<file path="config.mk">
export PLATFORM = sky130hd
export DESIGN_NAME = mmwc_top
export DESIGN_NICKNAME = d
export VERILOG_FILES = /design/src/rtl/mmwc_pkg.sv /design/src/rtl/mmwc_top.sv
export SDC_FILE = /design/constraint.sdc
export NUM_CORES = 2
export LEC_CHECK = 0
export BUFFER_PORTS_ARGS = -buffer_cell sky130_fd_sc_hd__buf_2
export CORE_MARGIN = 2
export CORE_UTILIZATION = 58
export DETAILED_ROUTE_END_ITERATION = 10
export HOLD_SLACK_MARGIN = 0.12
export PLACE_DENSITY = 0.83
export SYNTH_ARGS = -nofsm -noshare
export SYNTH_HDL_FRONTEND = slang
export SYNTH_SLANG_ARGS = --single-unit
</file>
<file path="constraint.sdc">
create_clock -name CLK_SYS -period 6.08 [get_ports CLK_SYS]
set_clock_uncertainty 0.2 [all_clocks]
set_input_delay 0.304 -clock CLK_SYS [delete_from_list [all_inputs] [get_ports CLK_SYS]]
set_output_delay 0.304 -clock CLK_SYS [all_outputs]
set_load 0.1 [all_outputs]
</file>
<file path="src/rtl/mmwc_pkg.sv">
// Behaviour
// - Function 0F drives each addressed reset or clear coil from its packed data bit; addressed flag coils are left alone.
// - Coil bits are packed LSB first; unused bits of the last byte are zero.
// - After 0F the reply is station, function, start and quantity, no data.
// - Function 10 writes 16-bit values into consecutive holding registers from start.
// - After 10 the reply is station, function, start and quantity only.
// - Readable, writable reset coils per channel and average clear historical max or min.
// - Eight write-only coils each clear one logic engine counter.
// - Burnout flag is one while the channel detects no sensor, else zero.
// - High alarm is one above high limit; low alarm is one below low limit.
package mmwc_pkg;
	localparam logic [7:0] FC_FORCE = 8'h0F;
	localparam logic [7:0] FC_PRESET = 8'h10;
	localparam logic [7:0] STATION_RST = 8'h01;
	localparam logic [15:0] COIL_RMAX = 16'h0065;
	localparam logic [15:0] COIL_RMIN = 16'h006F;
	localparam logic [15:0] COIL_BURN = 16'h0079;
	localparam logic [15:0] COIL_HI = 16'h0083;
	localparam logic [15:0] COIL_LO = 16'h008D;
	localparam logic [15:0] COIL_CLR = 16'h012D;
	localparam logic [3:0] HDR_LEN = 4'h7;
	localparam logic [2:0] RESP_LEN = 3'h6;
	localparam logic [11:0] OFS_STATION = 12'h000;
	localparam logic [11:0] OFS_COILS = 12'h004;
	localparam logic [11:0] OFS_FLAGS = 12'h008;
	localparam logic [11:0] OFS_FRAMES = 12'h00C;

	typedef enum logic [1:0] {ST_RX, ST_DROP, ST_RESP} mmwc_state_t;

	typedef struct packed {
		logic psel;
		logic penable;
		logic pwrite;
		logic [11:0] paddr;
		logic [31:0] pwdata;
	} mmwc_apb_req_t;

	typedef struct packed {
		mmwc_state_t st;
		logic [3:0] idx;
		logic [7:0] station;
		logic [7:0] func;
		logic [15:0] start;
		logic [15:0] qty;
		logic [15:0] done;
		logic [7:0] hibyte;
		logic odd;
		logic [8:0] rmax;
		logic [8:0] rmin;
		logic [7:0] clr;
		logic [6:0] burn;
		logic [8:0] hi;
		logic [8:0] lo;
		logic hwe;
		logic [15:0] haddr;
		logic [15:0] hdata;
		logic rx_ready;
		logic tx_valid;
		logic [7:0] tx_data;
		logic tx_last;
		logic [2:0] txi;
		logic [15:0] frames;
		logic pready;
		logic pslverr;
		logic [31:0] prdata;
	} mmwc_state_s_t;
endpackage : mmwc_pkg

</file>
<file path="src/rtl/mmwc_top.sv">
`timescale 1ns/10ps
`default_nettype none
module mmwc_top (
	// Clock and reset
	input wire logic CLK_SYS,
	input wire logic NRST,
	// APB slave
	input wire mmwc_pkg::mmwc_apb_req_t APB_REQ,
	output logic [31:0] PRDATA,
	output logic PREADY,
	output logic PSLVERR,
	// Request byte stream
	input wire logic RX_VALID,
	input wire logic [7:0] RX_DATA,
	input wire logic RX_LAST,
	output logic RX_READY,
	// Response byte stream
	output logic TX_VALID,
	output logic [7:0] TX_DATA,
	output logic TX_LAST,
	input wire logic TX_READY,
	// Holding register writes
	output logic HREG_WE,
	output logic [15:0] HREG_ADDR,
	output logic [15:0] HREG_DATA,
	// Channel status in
	input wire logic [6:0] SENSOR_OK,
	input wire logic [143:0] AI_VALUE,
	input wire logic [143:0] HI_LIMIT,
	input wire logic [143:0] LO_LIMIT,
	// Coil outputs
	output logic [8:0] RST_MAX,
	output logic [8:0] RST_MIN,
	output logic [7:0] CNT_CLR,
	output logic [6:0] BURNOUT,
	output logic [8:0] HI_ALARM,
	output logic [8:0] LO_ALARM
);
	mmwc_pkg::mmwc_state_s_t s_q, s_d;

	function automatic logic in_run(input logic [15:0] a, input logic [15:0] base,
		input logic [3:0] n);
		in_run = (a >= base) && (a < base + {12'h000, n});
	endfunction : in_run

	function automatic logic [7:0] resp_byte(input mmwc_pkg::mmwc_state_s_t s);
		case (s.txi)
			3'h0: resp_byte = s.station;
			3'h1: resp_byte = s.func;
			3'h2: resp_byte = s.start[15:8];
			3'h3: resp_byte = s.start[7:0];
			3'h4: resp_byte = s.qty[15:8];
			default: resp_byte = s.qty[7:0];
		endcase
	endfunction : resp_byte

	wire logic rx_take = RX_VALID && s_q.rx_ready;
	wire logic apb_acc = APB_REQ.psel && APB_REQ.penable;

	always_comb begin
		logic [15:0] n;
		logic [15:0] a;
		logic [3:0] k;
		n = 16'h0000;
		a = 16'h0000;
		k = 4'h0;
		s_d = s_q;
		s_d.clr = 8'h00;
		s_d.hwe = 1'b0;
		s_d.pready = 1'b0;
		s_d.pslverr = 1'b0;
		// Flags follow the inputs; no client path reaches them.
		s_d.burn = ~SENSOR_OK;
		for (int c = 0; c < 9; c++) begin
			s_d.hi[c] = AI_VALUE[c*16 +: 16] > HI_LIMIT[c*16 +: 16];
			s_d.lo[c] = AI_VALUE[c*16 +: 16] < LO_LIMIT[c*16 +: 16];
		end
		case (s_q.st)
			mmwc_pkg::ST_RX: begin
				if (rx_take) begin
					if (s_q.idx < mmwc_pkg::HDR_LEN)
						s_d.idx = s_q.idx + 4'h1;
					case (s_q.idx)
						4'h0: if (RX_DATA != s_q.station) s_d.st = mmwc_pkg::ST_DROP;
						4'h1: begin
							s_d.func = RX_DATA;
							if (RX_DATA != mmwc_pkg::FC_FORCE && RX_DATA != mmwc_pkg::FC_PRESET)
								s_d.st = mmwc_pkg::ST_DROP;
						end
						4'h2: s_d.start[15:8] = RX_DATA;
						4'h3: s_d.start[7:0] = RX_DATA;
						4'h4: s_d.qty[15:8] = RX_DATA;
						4'h5: s_d.qty[7:0] = RX_DATA;
						4'h6: begin
							s_d.done = 16'h0000;
							s_d.odd = 1'b0;
						end
						default: begin
							if (s_q.func == mmwc_pkg::FC_FORCE) begin
								// Bits past the quantity are padding and touch nothing.
								for (int b = 0; b < 8; b++) begin
									n = s_q.done + 16'(b);
									a = s_q.start + n;
									if (n < s_q.qty) begin
										if (in_run(a, mmwc_pkg::COIL_RMAX, 4'h9)) begin
											k = 4'(a - mmwc_pkg::COIL_RMAX);
											s_d.rmax[k] = RX_DATA[b];
										end else if (in_run(a, mmwc_pkg::COIL_RMIN, 4'h9)) begin
											k = 4'(a - mmwc_pkg::COIL_RMIN);
											s_d.rmin[k] = RX_DATA[b];
										end else if (in_run(a, mmwc_pkg::COIL_CLR, 4'h8)) begin
											k = 4'(a - mmwc_pkg::COIL_CLR);
											s_d.clr[k[2:0]] = RX_DATA[b];
										end
									end
								end
								s_d.done = s_q.done + 16'h0008;
							end else begin
								s_d.odd = ~s_q.odd;
								if (!s_q.odd) begin
									s_d.hibyte = RX_DATA;
								end else if (s_q.done < s_q.qty) begin
									s_d.hwe = 1'b1;
									s_d.haddr = s_q.start + s_q.done;
									s_d.hdata = {s_q.hibyte, RX_DATA};
									s_d.done = s_q.done + 16'h0001;
								end
							end
						end
					endcase
					if (RX_LAST) begin
						s_d.idx = 4'h0;
						if (s_d.st == mmwc_pkg::ST_RX && s_q.idx >= 4'h6) begin
							s_d.st = mmwc_pkg::ST_RESP;
							s_d.rx_ready = 1'b0;
							s_d.txi = 3'h0;
						end else begin
							s_d.st = mmwc_pkg::ST_RX;
						end
					end
				end
			end
			mmwc_pkg::ST_DROP: begin
				if (rx_take && RX_LAST) begin
					s_d.st = mmwc_pkg::ST_RX;
					s_d.idx = 4'h0;
				end
			end
			default: begin
				// Echo header only; data bytes are never returned.
				if (!s_q.tx_valid || TX_READY) begin
					if (s_q.txi == mmwc_pkg::RESP_LEN) begin
						s_d.tx_valid = 1'b0;
						s_d.tx_last = 1'b0;
						s_d.st = mmwc_pkg::ST_RX;
						s_d.rx_ready = 1'b1;
						s_d.frames = s_q.frames + 16'h0001;
					end else begin
						s_d.tx_valid = 1'b1;
						s_d.tx_data = resp_byte(s_q);
						s_d.tx_last = s_q.txi == mmwc_pkg::RESP_LEN - 3'h1;
						s_d.txi = s_q.txi + 3'h1;
					end
				end
			end
		endcase
		// APB answers one cycle into the access phase.
		if (apb_acc && !s_q.pready) begin
			s_d.pready = 1'b1;
			s_d.prdata = 32'h0000_0000;
			if (APB_REQ.paddr == mmwc_pkg::OFS_STATION) begin
				s_d.prdata = {24'h00_0000, s_q.station};
				if (APB_REQ.pwrite)
					s_d.station = APB_REQ.pwdata[7:0];
			end else if (APB_REQ.paddr == mmwc_pkg::OFS_COILS) begin
				s_d.prdata = {14'h0000, s_q.rmin, s_q.rmax};
			end else if (APB_REQ.paddr == mmwc_pkg::OFS_FLAGS) begin
				s_d.prdata = {7'h00, s_q.lo, s_q.hi, s_q.burn};
			end else if (APB_REQ.paddr == mmwc_pkg::OFS_FRAMES) begin
				s_d.prdata = {16'h0000, s_q.frames};
			end else begin
				s_d.pslverr = 1'b1;
			end
		end
	end

	always_ff @(posedge CLK_SYS) begin
		if (!NRST) begin
			s_q <= '0;
			s_q.station <= mmwc_pkg::STATION_RST;
			s_q.rx_ready <= 1'b1;
		end else begin
			s_q <= s_d;
		end
	end

	assign PRDATA = s_q.prdata;
	assign PREADY = s_q.pready;
	assign PSLVERR = s_q.pslverr;
	assign RX_READY = s_q.rx_ready;
	assign TX_VALID = s_q.tx_valid;
	assign TX_DATA = s_q.tx_data;
	assign TX_LAST = s_q.tx_last;
	assign HREG_WE = s_q.hwe;
	assign HREG_ADDR = s_q.haddr;
	assign HREG_DATA = s_q.hdata;
	assign RST_MAX = s_q.rmax;
	assign RST_MIN = s_q.rmin;
	assign CNT_CLR = s_q.clr;
	assign BURNOUT = s_q.burn;
	assign HI_ALARM = s_q.hi;
	assign LO_ALARM = s_q.lo;
endmodule : mmwc_top
`default_nettype wire

</file>
Yosys cells after proc, flatten, opt, wreduce, memory -nomap -nowiden. Cells that the tools add are included.

Register bits after elaboration: 227. Bits in latches: 0. Memory bits (writable): 0. Memory bits (read-only): 0. Output and inout bits: 129. Memories: 0.

Add/sub/neg operators: 43. $mul: 0. Divide/modulo/power cells: 0. $lt $le $gt $ge: 124. Equality and inequality tests: 27. Shift-type cells: 0. Mux-type cells: 193. Bitwise gates (word level): 13. Reductions and logical operators: 93.

Operators with widths (number): two-way mux 26 bit (36); less-than comparator 16 bit (17); greater-or-equal comparator 16 x 7 -> 1 bit, second input constant (16); less-than comparator 16 x 7 -> 1 bit, second input constant (16); bitwise mux 9 bit (16); > comparator 16 bit (9); two-way mux 9 bit (16); two-way mux 17 bit (8); two-way mux 8 bit (17); adder 16 bit (8); greater-or-equal comparator 16 x 9 -> 1 bit, second input constant (8); less-than comparator 16 x 9 -> 1 bit, second input constant (8); less-than comparator 4 x 5 -> 1 bit, second input constant (16); two-way mux 16 bit (5); two-way mux 25 bit (3); adder 16 x 3 -> 16 bit, second input constant (4); demux 1 bit (select 4 bit) (16); greater-or-equal comparator 4 x 1 -> 1 bit, second input constant (16); bitwise mux 8 bit (7); logical AND 1 bit (54); one-hot mux 8 bit (5 select lines) (1); two-way mux 1 bit (35); two-way mux 34 bit (1); two-way mux 33 bit (1); 61 further kinds (159).

Depth between registers and ports, before layout.
Depth after elaboration: 74. Gate-level depth with buffers: 21.

Worst setup path after synthesis. No wires, ideal clock.

Path type: reg-to-reg. Start point: reg s_q[161] (netlist name). End point: reg s_q (netlist bit CNT_CLR[1]). Library setup time: 122 ps. Data arrival time: 4843 ps. Required time: 5758 ps. Path slack: 915 ps. Cell stages (with the launch flop): 21. Period minus slack after synthesis: 5165 ps. Cell sequence: dfxtp_1 > clkbuf_1 > and2_1 > clkbuf_1 > nand2_1 > nor3_1 > nand2_1 > xnor2_1 > ha_1 > nand2_1 > o32ai_1 > or4b_1 > mux2i_1 > a2111o_1 > nand4b_1 > buf_2 > buf_2 > o41ai_1 > o221ai_1 > a211oi_1 > o21ai_1.

Cells in the longest elaborated chain, start to end: 70. Elaborated cells between the ends (all ways): 162.

Ends and longest elaborated chain: from (decl) (RTL line mmwc_top.sv:39) `mmwc_pkg::mmwc_state_s_t s_q, s_d;`; adder 16 bit (RTL line mmwc_top.sv:103) `a = s_q.start + n;`; greater-or-equal comparator 16 x 9 -> 1 bit / less-than comparator 16 x 9 -> 1 bit (equally long branches) (RTL line mmwc_top.sv:43) `in_run = (a >= base) && (a < base + {12'h000, n});`; logical AND 1 bit (RTL line mmwc_top.sv:43); two-way mux 8 bit (RTL line mmwc_top.sv:111) `end else if (in_run(a, mmwc_pkg::COIL_CLR, 4'h8)) begin`; two-way mux 8 bit (RTL line mmwc_top.sv:108) `end else if (in_run(a, mmwc_pkg::COIL_RMIN, 4'h9)) begin`; two-way mux 17 bit (RTL line mmwc_top.sv:105) `if (in_run(a, mmwc_pkg::COIL_RMAX, 4'h9)) begin`; two-way mux 26 bit (RTL line mmwc_top.sv:104) `if (n < s_q.qty) begin`; two-way mux 26 bit (RTL line mmwc_top.sv:99) `if (s_q.func == mmwc_pkg::FC_FORCE) begin`; [54 not listed]; two-way mux 26 bit (RTL line mmwc_top.sv:83) `case (s_q.idx)`; two-way mux 26 bit (RTL line mmwc_top.sv:80) `if (rx_take) begin`; two-way mux 26 bit (RTL line mmwc_top.sv:78) `case (s_q.st)`; bitwise mux 8 bit (RTL line mmwc_top.sv:113) `s_d.clr[k[2:0]] = RX_DATA[b];`; two-way mux 8 bit (RTL line mmwc_top.sv:111); two-way mux 8 bit (RTL line mmwc_top.sv:108); two-way mux 17 bit (RTL line mmwc_top.sv:105); two-way mux 26 bit (*) (RTL line mmwc_top.sv:104).

Every way passes the cells marked *; elsewhere a longest branch is shown, timed or not. The select of a mux whose other input is x is not followed. A chain may end at the register's enable or synchronous reset.

Final worst setup path.
Start point: reg s_q[166] (netlist name). End point: reg s_q (netlist bit CNT_CLR[3]).

Same word-level chain as after synthesis.

==> out/qor.yml <==
run_status:
  outcome: "complete, but fails checks"
  violations: "design-rule violations"
yosys:
  syn_area_mm2: 0.03346
  synthTopCellsByCount: "545 x ha_1, 376 x a21oi_1, 374 x inv_1, 370 x nor2_1, 362 x nand2_1"
  ys_async_sr_fraction: 0
  ys_top_cells_by_area: "ha_1 20%, dfxtp_1 13%, a21oi_1 5.6%, inv_1 4.2%, nor2_1 4.2%"
  synth_area_per_cell_um2: 7.298
  ys.flop_type: "dfxtp_1"
  synth_area_leader_cell: "ha_1"
  synth-warning-count: 0
  syn_inst: 4585
  synth_top_area_share: 0.2038
  ys_ff_latch: 220
  yosysMostFrequentCell: "ha_1"
  yosysSeqAreaShare: 0.1316
  yosys.cell_types.count: 107
  synth-edff-count: 0
global_routing:
  antenna_found_initial: 29
  grt_max_degree: 87
  grt_pass1_vias: 38450
  grt_pass1_wl_mm: 251.0
  grt-ovfl-total: 0
  gr-usage-all-layers: 0.5677
clocking:
  ctsResizeCount: 0
  cts_inserted_buffers: 27
  cts.sinks: 220
  root_buffer: "clkbuf_16"
  post_cts_buffers: 0
  cts_tree: "yes"
  clk_latency_ns: 0.59
  h-tree-depth: 1
  cts_max_path_buffers: 3
  ctsHoldBuffers: 96
  clk_pin_slew_ns: 0.07
sta:
  hold_viol: 0
  setup_slack_ns: 0.2755
  fmax_mhz: 172.3
  slew_headroom: 0.1110
  fin_crit_ns: 5.805
  maxSlewViolCount: 0
  tightest_slew_ns: 1.329
  rsz0062_at_grt: "false"
  final-setup-viol-count: 0
  finalSetupTns_ns: 0
  period_share: 0.9547
  holdWs_ns: 0.1372
die:
  boundaryPins: 628
  start_util: 0.5833
  die_h_um: 244.2
  coreArea_mm2: 0.05737
  row_count: 88
  die_x_um: 244.2
  dieArea_mm2: 0.05963
power_and_ir_drop:
  power_switching_mw: 1.588
  switching_share: 0.3551
  seq_power_share: 0.336
  internal_power_mw: 2.884
  p_leak_nw: 18.79
  clkPwrFrac: 0.395
  pwr-share-comb: 0.269
  cellPowerDensity_mw_per_mm2: 113.7
  ir_drop_uv: 232.5
detailed_routing:
  ant_nets: 0
  drtPass1Iterations: 11
  drt_iter0_drc: 6086
  postRouteWirelength_mm: 177.7
  wl_per_cell_um: 29.55
  drc: 3
  vias: 41400
  vias_per_cell: 6.883
worst_setup_path:
  end_kind: "register"
  path_common_cell: "nor4_1"
  path_buf_inv: 1
  cpPeakStageDelay_ns: 0.62
  cp_cell_sequence: "nand2_1 > nor2_1 > nand3_1 > nor4_1 > xor2_1 > ha_1 > mux2_2 > nor4_1 > o2111ai_1 > nor4_1 > nand4_1 > buf_4 > nor3_1 > nor3b_1 > o221ai_1 > a32o_1"
  path_max_fanout: 8
  r2r_slack_ns: 0.28
  crit-reg2reg-capture: "CNT_CLR[3]"
  ff2ff_path_depth: 16
  critPathKind: "register to register"
  crit_family: "simple AND/OR/NAND/NOR gates"
  crit_arrival_ns: 6.08
  r2r_start: "s_q[166]"
  cp-start-kind: "register"
  crit_required_ns: 6.36
  cp_slowest_cell: "nor4_1"
place:
  hpwl_mm: 139.6
  dp_cells: 5849
  pre_cts_ws_ns: 0.5757
  portBuffers: 596
  placed_area_mm2: 0.03740
  routabilityCongestion: 1.153
run:
  cap_violations: 0
layout:
  syn_to_final_growth_pct: 17.56
  drive_gt1_frac: 0.1817
  post-route-cell-area_mm2: 0.03934
  post_layout_nonfiller_instances: 6014
  layout.nets: 6257
worst_hold_path:
  min_to: "PREADY"
  hold_depth: 4
  min_path_type: "input pin to register"
  min_from: "APB_REQ[46]"
-- how the worst max path moves through the flow --
stage                       endpoint  cells after the start     start
after CTS                 CNT_CLR[3]                     18  s_q[160]
after detailed placement  CNT_CLR[3]                     18  s_q[160]
after floorplan           CNT_CLR[1]                     20  s_q[161]
after global routing      CNT_CLR[3]                     18  s_q[160]
final                     CNT_CLR[3]                     16  s_q[166]
after global placement    RST_MIN[5]                     19  s_q[163]
-- worst min-delay path, cell delays in order --
cell	delay [ns]
buf_2	0.09
nand3b_1	0.07
buf_4	0.25
nor2_1	0.16
-- cells in the final DEF, fill, tap and decap left out, drive strengths merged, types with 43 or more instances in the layout --
cell type,n
a21o,85
xor2,84
or3,47
nand2b,83
buf,814
nor2b,75
nor4,60
nor2,371
a21oi,376
xnor2,138
nor3,128
nand2,362
o21a,61
o21ai,194
dfxtp,220
o211ai,50
dlygate4sd3,96
nand3,163
ha,545
inv,379
a211oi,63
a22oi,58
a31oi,43
nand4,92
-- kinds of logic (layout without fill, tap and decap cells) --
logic type / after synthesis / in the layout / synth area share
AOI/OAI and AO/OA: 1256 / 1256 / 0.2526
xor gates and xnor gates: 223 / 223 / 0.05900
adders and majority gates: 549 / 549 / 0.2062
buffers and inverters: 698 / 1336 / 0.09344
DFF: 220 / 220 / 0.1316
muxes: 55 / 55 / 0.01716
other: 1 / 27 / 0.0001121
and+or+nand+nor: 1583 / 1583 / 0.2399
-- state kept, by name, summed over array words and instances (netlist names) --
signal     count
RX_READY       1
PRDATA        25
s_q           98
HREG_ADDR     16
TX_DATA        8
PREADY         1
RST_MAX        9
TX_LAST        1
HREG_DATA     16
CNT_CLR        8
BURNOUT        7
HREG_WE        1
PSLVERR        1
LO_ALARM       9
HI_ALARM       9
TX_VALID       1
RST_MIN        9
-- cell type report --
cell class	instances	area, um^2
well taps	765	957.2
repair buffers	910	5593
inverters	377	1420
diodes	20	50.05
fillers	4840	18030
clock buffers	31	720.7
multi-input cells	3673	25990
clock inverters	18	203.9
flip-flops and latches	220	4404
-- power by group through the flow --
stage	combinational, mW	clock (mW)	sequential, mW
finish	1.20	1.77	1.50
global route	1.26	1.80	1.50
CTS	1.12	1.74	1.50
detailed placement	1.06	0	1.53
global placement	1.04	0	1.53
floorplan	0.616	0	1.51
-- metrics by stage --
| stage | util | power (mW) |
|---|---|---|
| 2_1_floorplan | - | 2.128 |
| 4_1_cts | 0.6849 | 4.354 |
| 3_3_place_gp | 0.6520 | 2.563 |
| 6_report | 0.6858 | 4.472 |
| 3_5_place_dp | 0.6520 | 2.588 |
| 5_1_grt | 0.6852 | 4.552 |
-- metal layers --
metal / track usage / up-vias / share of wire
li1: - / 17920 / -
met1: 0.6469 / 18920 / 0.34
met2: 0.7711 / 3522 / 0.38
met3: 0.3109 / 995 / 0.17
met4: 0.4480 / 32 / 0.098
met5: 0.07190 / - / 0.0052
(Power assumes the default switching activity.)
